[config.mk]
export PLATFORM = sky130hd
export DESIGN_NAME = dchcfg_top
export DESIGN_NICKNAME = d
export VERILOG_FILES = /design/src/verilog/dchcfg_pkg.sv /design/src/verilog/dchcfg_chan_if.sv /design/src/verilog/dchcfg_top.sv /design/src/verilog/dchcfg_chan.sv
export VERILOG_INCLUDE_DIRS = /design/src /design/src/verilog
export SDC_FILE = /design/constraint.sdc
export NUM_CORES = 2
export LEC_CHECK = 0
export ABC_AREA = 1
export BUFFER_PORTS_ARGS = -buffer_cell sky130_fd_sc_hd__buf_4
export CORE_ASPECT_RATIO = 0.9
export CORE_MARGIN = 4
export CORE_UTILIZATION = 46
export DETAILED_ROUTE_END_ITERATION = 12
export SYNTH_ARGS = -nofsm -noshare
export SYNTH_HDL_FRONTEND = slang
export SYNTH_SLANG_ARGS = --single-unit
export TNS_END_PERCENT = 10
[constraint.sdc]
create_clock -name i_clock -period 12.6 [get_ports i_clock]
set_clock_uncertainty 0.15 [all_clocks]
set_input_delay 0.63 -clock i_clock [delete_from_list [all_inputs] [get_ports i_clock]]
set_output_delay 0.63 -clock i_clock [all_outputs]
set_load 0.02 [all_outputs]
[src/verilog/dchcfg_defs.svh]
// constants for the digital output channel configuration block
`ifndef DCHCFG_DEFS_SVH
`define DCHCFG_DEFS_SVH

// ***************************************************
// register byte addresses
// ***************************************************
`define DCHCFG_BASE_D0      16'h02b8
`define DCHCFG_BASE_D1      16'h02b0
`define DCHCFG_BASE_D2      16'h02a8
`define DCHCFG_BASE_D3      16'h02a0
`define DCHCFG_EXT_LOW      16'h02b4
`define DCHCFG_EXT_HIGH     16'h02a4
`define DCHCFG_OFF_B0       16'h0000
`define DCHCFG_OFF_B1       16'h0001
`define DCHCFG_OFF_B2       16'h0002

// ***************************************************
// field positions and codes
// ***************************************************
`define DCHCFG_PD_BIT       7
`define DCHCFG_SRC_LSB      1
`define DCHCFG_PRE_LSB      3
`define DCHCFG_PRE_X64      4'h6
`define DCHCFG_SRC_LOOP     2'h0
`define DCHCFG_SRC_ETH2     2'h1
`define DCHCFG_SRC_RADIO    2'h2

// ***************************************************
// reset values
// ***************************************************
`define DCHCFG_RATIO_RST_D0 7'h0f
`define DCHCFG_RATIO_RST_D1 7'h14
`define DCHCFG_RATIO_RST_D2 7'h0b
`define DCHCFG_RATIO_RST_D3 7'h07
`define DCHCFG_PHASE_RST_D0 9'h000
`define DCHCFG_PHASE_RST_D1 9'h00a
`define DCHCFG_PHASE_RST_D2 9'h00a
`define DCHCFG_PHASE_RST_D3 9'h000
`define DCHCFG_EXT_RST      21'h000000

`endif

[src/verilog/dchcfg_pkg.sv]
// types shared by the digital output channel configuration block
package dchcfg_pkg;
  typedef logic [33:0] dchcfg_ratio_t;
  typedef logic [8:0]  dchcfg_phase_t;
  typedef enum logic [1:0] {ST_OFF, ST_DELAY, ST_RUN} dchcfg_state_e;
endpackage : dchcfg_pkg

[src/verilog/dchcfg_chan_if.sv]
// settings and output of one digital output channel
`timescale 1ns/10ps
interface dchcfg_chan_if;
  logic                     restart;
  logic                     enable;
  logic                     tick;
  dchcfg_pkg::dchcfg_ratio_t ratio;
  dchcfg_pkg::dchcfg_phase_t phase;
  logic                     out;
  modport cfg  (output restart, enable, tick, ratio, phase, input out);
  modport chan (input restart, enable, tick, ratio, phase, output out);
endinterface : dchcfg_chan_if

[src/verilog/dchcfg_top.sv]
// digital output channel configuration: registers, ratio decode, four channels
// Notes on behaviour
// - each channel divides its source by prescaler ratio times lower-stage ratio.
// - prescaler code n gives two to the n; codes 7 to 15 are reserved.
// - prescaler code 6 (divide by 64) turns on the extended stage.
// - lower code gives 1,2,3,4,5,9,15,25; multiplies prescaler ratio.
// - nine-bit phase delay in half source periods, 0 none, 511 most.
// - phase step follows the source that the channel currently selects.
// - power-off bit stops the channel divider and its drivers.
// - outputs 0 and 1 take source 0 or 1; codes 2 and 3 reserved.
// - outputs 2 and 3 take sources 0, 1 or 2; code 3 reserved.
// - a 21-bit extended divider extends a channel division further only at prescaler code 6.
// - total is prescaler times lower times extended; ext 0 is 1, n is 2n.
// - one extended value for outputs 0 and 1, another for 2 and 3.
`timescale 1ns/10ps
`include "dchcfg_defs.svh"
module dchcfg_top (
  input  wire logic        i_clock,          // system clock, 250 MHz
  input  wire logic        i_nrst,           // async reset, active low
  input  wire logic [2:0]  i_src_tick,       // half-period strobes: loop, eth2, radio
  input  wire logic [15:0] i_reg_addr,       // register byte address
  input  wire logic [7:0]  i_reg_wdata,      // register write data
  input  wire logic        i_reg_wr,         // register write strobe
  output logic      [7:0]  o_reg_rdata,      // read data of last cycle's address
  output logic      [3:0]  o_digital_out,    // digital_out0..3
  output logic      [3:0]  o_drv_power_off,  // channel_power_off to drivers
  output logic      [3:0]  o_ext_stage_on    // extended stage active per channel
);
  logic [6:0]  ratio_r [4];
  logic [8:0]  phase_r [4];
  logic        pd_r    [4];
  logic [1:0]  src_r   [4];
  logic [20:0] ext_r   [2];
  logic [3:0]  restart_r;
  logic [3:0]  chan_en;
  logic [3:0]  chan_tick;
  logic [7:0]  rd_nxt;

  dchcfg_chan_if cif [4] ();

  // ***************************************************
  // decode helpers
  // ***************************************************
  function automatic logic [15:0] chan_base(input logic [1:0] idx);
    unique case (idx)
      2'h0: chan_base = `DCHCFG_BASE_D0;
      2'h1: chan_base = `DCHCFG_BASE_D1;
      2'h2: chan_base = `DCHCFG_BASE_D2;
      2'h3: chan_base = `DCHCFG_BASE_D3;
    endcase
  endfunction : chan_base

  function automatic logic [15:0] ext_base(input logic idx);
    ext_base = idx ? `DCHCFG_EXT_HIGH : `DCHCFG_EXT_LOW;
  endfunction : ext_base

  function automatic logic src_ok(input logic [1:0] idx, input logic [1:0] src);
    src_ok = idx[1] ? (src != 2'h3) : (src[1] == 1'b0);
  endfunction : src_ok

  function automatic dchcfg_pkg::dchcfg_ratio_t total_ratio(input logic [6:0]  n,
                                                            input logic [20:0] ext);
    logic [6:0]  pre;
    logic [4:0]  low;
    logic [21:0] ex;
    // codes above six are held off by the enable logic, so three bits suffice here
    pre = 7'h01 << n[`DCHCFG_PRE_LSB +: 3];
    unique case (n[2:0])
      3'h0: low = 5'h01;
      3'h1: low = 5'h02;
      3'h2: low = 5'h03;
      3'h3: low = 5'h04;
      3'h4: low = 5'h05;
      3'h5: low = 5'h09;
      3'h6: low = 5'h0f;
      3'h7: low = 5'h19;
    endcase
    if (n[6:`DCHCFG_PRE_LSB] != `DCHCFG_PRE_X64) begin
      ex = 22'h1;
    end else if (ext == '0) begin
      ex = 22'h1;
    end else begin
      ex = {ext, 1'b0};
    end
    // widest product, 64 x 25 x 2 x (2^21 - 1), still fits in 34 bits
    total_ratio = 34'(pre) * 34'(low) * 34'(ex);
  endfunction : total_ratio

  // ***************************************************
  // channel register writes
  // ***************************************************
  always_ff @(posedge i_clock or negedge i_nrst) begin
    if (!i_nrst) begin
      ratio_r[0] <= `DCHCFG_RATIO_RST_D0;
      ratio_r[1] <= `DCHCFG_RATIO_RST_D1;
      ratio_r[2] <= `DCHCFG_RATIO_RST_D2;
      ratio_r[3] <= `DCHCFG_RATIO_RST_D3;
      phase_r[0] <= `DCHCFG_PHASE_RST_D0;
      phase_r[1] <= `DCHCFG_PHASE_RST_D1;
      phase_r[2] <= `DCHCFG_PHASE_RST_D2;
      phase_r[3] <= `DCHCFG_PHASE_RST_D3;
      for (int i = 0; i < 4; i++) begin
        pd_r[i]  <= 1'b0;
        src_r[i] <= `DCHCFG_SRC_LOOP;
      end
    end else if (i_reg_wr) begin
      for (int i = 0; i < 4; i++) begin
        if (i_reg_addr == (chan_base(2'(i)) | `DCHCFG_OFF_B0)) begin
          ratio_r[i] <= i_reg_wdata[6:0];
        end
        if (i_reg_addr == (chan_base(2'(i)) | `DCHCFG_OFF_B1)) begin
          phase_r[i][8:1] <= i_reg_wdata;
        end
        if (i_reg_addr == (chan_base(2'(i)) | `DCHCFG_OFF_B2)) begin
          pd_r[i]         <= i_reg_wdata[`DCHCFG_PD_BIT];
          src_r[i]        <= i_reg_wdata[`DCHCFG_SRC_LSB +: 2];
          phase_r[i][0]   <= i_reg_wdata[0];
        end
      end
    end
  end

  // ***************************************************
  // shared extended divider writes
  // ***************************************************
  always_ff @(posedge i_clock or negedge i_nrst) begin
    if (!i_nrst) begin
      ext_r[0] <= `DCHCFG_EXT_RST;
      ext_r[1] <= `DCHCFG_EXT_RST;
    end else if (i_reg_wr) begin
      for (int j = 0; j < 2; j++) begin
        if (i_reg_addr == (ext_base(1'(j)) | `DCHCFG_OFF_B0)) begin
          ext_r[j][7:0] <= i_reg_wdata;
        end
        if (i_reg_addr == (ext_base(1'(j)) | `DCHCFG_OFF_B1)) begin
          ext_r[j][15:8] <= i_reg_wdata;
        end
        if (i_reg_addr == (ext_base(1'(j)) | `DCHCFG_OFF_B2)) begin
          ext_r[j][20:16] <= i_reg_wdata[4:0];
        end
      end
    end
  end

  // ***************************************************
  // restart: any write to a channel or its shared extension
  // ***************************************************
  always_ff @(posedge i_clock or negedge i_nrst) begin
    if (!i_nrst) begin
      restart_r <= '0;
    end else begin
      for (int i = 0; i < 4; i++) begin
        // no atomic update: a multi-byte change runs briefly on a half-written value
        restart_r[i] <= i_reg_wr &&
          ((i_reg_addr & 16'hfffc) == chan_base(2'(i)) ||
           (i_reg_addr & 16'hfffc) == ext_base(1'(i / 2)));
      end
    end
  end

  // ***************************************************
  // read back, one cycle after the address
  // ***************************************************
  always_comb begin
    // byte 3 of each group and every unmapped address read as zero
    rd_nxt = 8'h00;
    for (int i = 0; i < 4; i++) begin
      if (i_reg_addr == (chan_base(2'(i)) | `DCHCFG_OFF_B0)) begin
        rd_nxt = {1'b0, ratio_r[i]};
      end
      if (i_reg_addr == (chan_base(2'(i)) | `DCHCFG_OFF_B1)) begin
        rd_nxt = phase_r[i][8:1];
      end
      if (i_reg_addr == (chan_base(2'(i)) | `DCHCFG_OFF_B2)) begin
        rd_nxt = {pd_r[i], 4'h0, src_r[i], phase_r[i][0]};
      end
    end
    for (int j = 0; j < 2; j++) begin
      if (i_reg_addr == (ext_base(1'(j)) | `DCHCFG_OFF_B0)) begin
        rd_nxt = ext_r[j][7:0];
      end
      if (i_reg_addr == (ext_base(1'(j)) | `DCHCFG_OFF_B1)) begin
        rd_nxt = ext_r[j][15:8];
      end
      if (i_reg_addr == (ext_base(1'(j)) | `DCHCFG_OFF_B2)) begin
        rd_nxt = {3'h0, ext_r[j][20:16]};
      end
    end
  end

  always_ff @(posedge i_clock or negedge i_nrst) begin
    if (!i_nrst) begin
      o_reg_rdata <= 8'h00;
    end else begin
      o_reg_rdata <= rd_nxt;
    end
  end

  // ***************************************************
  // channel enable and source steering
  // ***************************************************
  always_comb begin
    for (int i = 0; i < 4; i++) begin
      // a reserved source or prescaler holds the channel off rather than guess
      chan_en[i] = !pd_r[i] && src_ok(2'(i), src_r[i]) &&
                   ratio_r[i][6:`DCHCFG_PRE_LSB] <= `DCHCFG_PRE_X64;
      chan_tick[i] = src_ok(2'(i), src_r[i]) && i_src_tick[src_r[i]];
    end
  end

  always_ff @(posedge i_clock or negedge i_nrst) begin
    if (!i_nrst) begin
      o_drv_power_off <= '0;
      o_ext_stage_on  <= '0;
    end else begin
      for (int i = 0; i < 4; i++) begin
        o_drv_power_off[i] <= pd_r[i];
        o_ext_stage_on[i]  <= ratio_r[i][6:`DCHCFG_PRE_LSB] == `DCHCFG_PRE_X64;
      end
    end
  end

  // ***************************************************
  // channels
  // ***************************************************
  for (genvar g = 0; g < 4; g++) begin : g_chan
    assign cif[g].restart  = restart_r[g];
    assign cif[g].enable   = chan_en[g];
    assign cif[g].tick     = chan_tick[g];
    assign cif[g].ratio    = total_ratio(ratio_r[g], ext_r[g / 2]);
    assign cif[g].phase    = phase_r[g];
    assign o_digital_out[g] = cif[g].out;

    dchcfg_chan u_chan (
      .i_clock (i_clock),
      .i_nrst  (i_nrst),
      .cif     (cif[g])
    );
  end
endmodule : dchcfg_top

[src/verilog/dchcfg_chan.sv]
// one digital output channel: phase delay then divide by the total ratio
`timescale 1ns/10ps
module dchcfg_chan (
  input  wire logic    i_clock,  // system clock
  input  wire logic    i_nrst,   // async reset, active low
  dchcfg_chan_if.chan  cif       // settings from the register file
);
  dchcfg_pkg::dchcfg_state_e state_r;
  dchcfg_pkg::dchcfg_ratio_t ratio_r;
  dchcfg_pkg::dchcfg_ratio_t cnt_r;
  logic                      load;
  logic                      step;

  assign load = cif.enable && (cif.restart || state_r == dchcfg_pkg::ST_OFF);
  assign step = cif.enable && !load && cif.tick && cnt_r == '0;

  // ***************************************************
  // ratio latch
  // ***************************************************
  always_ff @(posedge i_clock or negedge i_nrst) begin
    if (!i_nrst) begin
      ratio_r <= 34'h1;
    end else if (load) begin
      ratio_r <= cif.ratio;
    end
  end

  // ***************************************************
  // sequencer: one count per half period of the source
  // ***************************************************
  always_ff @(posedge i_clock or negedge i_nrst) begin
    if (!i_nrst) begin
      state_r <= dchcfg_pkg::ST_OFF;
      cnt_r   <= '0;
    end else if (!cif.enable) begin
      state_r <= dchcfg_pkg::ST_OFF;
      cnt_r   <= '0;
    end else if (load) begin
      state_r <= dchcfg_pkg::ST_DELAY;
      cnt_r   <= 34'(cif.phase);
    end else if (cif.tick) begin
      if (cnt_r == '0) begin
        state_r <= dchcfg_pkg::ST_RUN;
        cnt_r   <= ratio_r - 34'h1;
      end else begin
        cnt_r <= cnt_r - 34'h1;
      end
    end
  end

  // ***************************************************
  // output level
  // ***************************************************
  always_ff @(posedge i_clock or negedge i_nrst) begin
    if (!i_nrst) begin
      cif.out <= 1'b0;
    end else if (!cif.enable || load) begin
      cif.out <= 1'b0;
    end else if (step) begin
      cif.out <= (state_r == dchcfg_pkg::ST_DELAY) ? 1'b1 : !cif.out;
    end
  end
endmodule : dchcfg_chan

==> impl_metrics.toml <==
[detailed_routing]
drc_errors = 0
drt_iter0_drc = 3488
vias_per_cell = 5.14
wire_per_inst_um = 17.2
drt-total-wl_um = 164000
route.vias.total = 48900
ant_nets = 0
dr.pass1.iters = 6

[floorplanning]
initial_core_util_pct = 46.3
ios = 50
die_w_um = 385
core_um2 = 127000
dieArea_um2 = 134000
core.rowCount = 124
fp.dieH_um = 347

[power_and_ir_drop]
max-vdd-ir-drop_uv = 122
p_seq_share_pct = 33.4
powerDensity_nw_per_um2 = 84.8
intPower_uw = 3250
combPwrFrac_pct = 36.2
leakagePower_uw = 0.0311
switching_share_pct = 39.2
switching_power_uw = 2100
p_clk_share_pct = 30.4

[layout]
fillers = 12600
fin_util_pct = 49.7
drive_above_1_share_pct = 4.58
fin_nets = 9051
area_delta_synth_final_pct = 7.16

[cts]
cts_buffer_depth = 3
clock_latency_ns = 0.66
clkSlewWorstSetupHoldPaths_ns = 0.06
clock-root-buffer = "clkbuf_16"
cts_tree = "built"
clock-sinks = 422
htree_levels = 2
cts_buffers = 53
cts_setup_buffers = 0

[worst_setup_path]
required_ns = 12.96
cp_max_fo = 16
critical_path_class = "reg2reg"
startpoint = "ratio_r[23]"
startpoint_type = "register"
cp.arrival_ns = 10.40
critPathCaptureType = "register"
rr_startpoint = "ratio_r[23]"
cp_num_buf_inv = 6
crit_slowest_cell = "fa_1"
path_delay_family = "adder cells"
max_stage_delay_ns = 0.59
worst_path_most_repeated_cell = "fa_1"

[min_path]
min_path_type = "in2reg"
hp-start = "i_reg_addr[3]"

[placement]
place.gp.congestion = 0.961
portBuffers = 49
dpl.hpwl_um = 133000

[sta]
fin_crit_ns = 10.04
slew_headroom_pct = 18.9
holdWs_ns = 0.199
fin_crit_sh_pct = 79.7
tightest_slew_ns = 1.22
finalHoldViolCount = 0
tns_ns = 0
fmax_ghz = 0.0996
drv_slew = 0
setup_viol = 0
rsz0062_at_grt = "false"

[global_routing]
grt_max_degree = 148
track_usage_pct = 24.9
grt_pass1_wl_um = 268000
overflow = 0
antenna_found_initial = 3
grt_pass1_vias = 49700

[synthesis]
synth_cell_type_count = 72
synth-async-reset-ratio_pct = 100
synth-main-ff-cell = "dfrtp_1"
synth_seq_cells = 422
postSynthAreaPerCell_um2 = 7.63
syn_inst = 7720
ys_seq_area_share_pct = 18.0
synth_warnings = 0
synth_edf_count = 0
synth_area_um2 = 58900

[status]
status = "complete, no violations"

[flow_run]
cap_violations = 0
cell usage in the layout (no fill, tap or decap), types with 14 or more instances in the layout:
| master | instances |
|---|---|
| o21a_1 | 14 |
| buf_4 | 85 |
| nand4_1 | 63 |
| conb_1 | 84 |
| fa_1 | 860 |
| inv_1 | 1800 |
| dfstp_2 | 20 |
| o22ai_1 | 56 |
| o21ai_1 | 49 |
| a21oi_1 | 272 |
| xor2_1 | 61 |
| a31oi_1 | 22 |
| o211ai_1 | 19 |
| nand2_2 | 14 |
| nor3_1 | 52 |
| nor2_4 | 14 |
| o221ai_1 | 14 |
| nand3_1 | 137 |
| nor2_1 | 877 |
| or2_2 | 25 |
| clkbuf_16 | 55 |
| inv_2 | 34 |
| ha_1 | 384 |
| o21bai_1 | 15 |
| xnor2_1 | 54 |
| nor2_2 | 28 |
| dfrtp_1 | 402 |
| or2_1 | 16 |
| nand2_1 | 1633 |
| o21ai_0 | 460 |
| nor4_1 | 19 |
power groups by stage:
stage / clock, µW / sequential (µW) / combinational (µW)
2_1_floorplan: 0 / 1760 / 1490
3_3_place_gp: 0 / 1800 / 1900
3_5_place_dp: 0 / 1800 / 1920
4_1_cts: 1670 / 1790 / 1930
5_1_grt: 1720 / 1820 / 2220
6_report: 1630 / 1790 / 1940
sequential cells by signal (all words and copies together), names as in the netlist:
register and flops:
pd_r 4, restart_r 4, g_chan.u_chan.cif.out 4, g_chan.u_chan.ratio_r 136, ratio_r 28, o_reg_rdata 8
cif.phase 36, ext_r 42, g_chan.u_chan.state_r 8, g_chan.u_chan.cnt_r 136, o_drv_power_off 4, src_r 8
o_ext_stage_on 4
logic make-up (layout without fill, tap and decap cells):
| group | count (synthesis) | count (layout) | share of synthesized area, % |
|---|---|---|---|
| AND/OR/NAND/NOR | 2918 | 2918 | 20.3 |
| buffers and inverters | 2015 | 2030 | 13.1 |
| adder cells (fa/ha/maj) | 1244 | 1244 | 37.4 |
| AO/OA/AOI/OAI | 1003 | 1003 | 9.55 |
| flip-flops | 422 | 422 | 18.0 |
| XOR/XNOR | 116 | 116 | 1.73 |
| other | 2 | 86 | 0.0128 |
tightest hold or removal path: cells and delay by family:
family,cells,cell delay [ns]
buffers and inverters,2,0.14
and+or+nand+nor,2,0.16
per-layer routing:
| metal | wire [µm] | part of all wire (%) | GRT usage (%) |
|---|---|---|---|
| met5 | 0 | 0 | 0 |
| met4 | 3640 | 2.2 | 5.47 |
| met3 | 10400 | 6.3 | 3.66 |
| met2 | 74000 | 45 | 39.6 |
| met1 | 76000 | 46 | 36.1 |
worst paths after layout:
check                                          endpoint  slack, ns  depth (start not counted)
setup reg to reg           g_chan[0].u_chan.ratio_r[33]       2.56                         42
min in group asynchronous    g_chan[0].u_chan.cnt_r[29]       0.42                          2
max in group asynchronous  g_chan[3].u_chan.ratio_r[24]       9.65                          4
setup / recovery           g_chan[0].u_chan.ratio_r[33]       2.56                         42
hold reg to reg             g_chan[3].u_chan.ratio_r[3]       0.33                          2
hold / removal                             restart_r[1]       0.20                          4
Yosys cell counts (all sizes together) (61+ instances only):
cell / instances / share of area (%)
nand2: 1649 / 11
inv: 1835 / 12
ha: 384 / 8.2
nor2: 921 / 6.2
fa: 860 / 29
a21oi: 290 / 2.7
dfrtp: 402 / 17
clkbuf: 135 / 0.86
o21ai: 517 / 4.4
nand4: 63 / 0.67
nand3: 144 / 1.3
xor2: 61 / 0.91
area by class of cell:
cell class	count	area, µm²	area share (%)
antenna	2	5.00	0.00793
clock buffer	75	1570	2.49
clock inverter	20	264	0.418
inverter	1847	6940	11.0
multi-input combinational	5365	40900	64.9
sequential	422	10600	16.8
tap	1701	2130	3.37
timing repair buffer	88	683	1.08
timing repair:
action | 4_1_cts | 5_1_grt
resized for setup | 0 | 0
endpoints found under the hold margin | 80 | 0
hold buffers | 1 | 0
endpoints found under the setup margin | 0 | 0
stage by stage:
step | cells | cell area, µm² | total power, µW | worst slack [ns]
2_1_floorplan | 7802 | 59200 | 3250 | 3.66
4_1_cts | 9518 | 63100 | 5390 | 2.63
5_1_grt | 9518 | 63100 | 5750 | 1.77
6_report | 9520 | 63100 | 5350 | 2.56
3_5_place_dp | 9422 | 61200 | 3730 | 2.64
3_3_place_gp | 9422 | 61200 | 3690 | 2.81
Note: power is estimated with default switching activity, not from simulation.
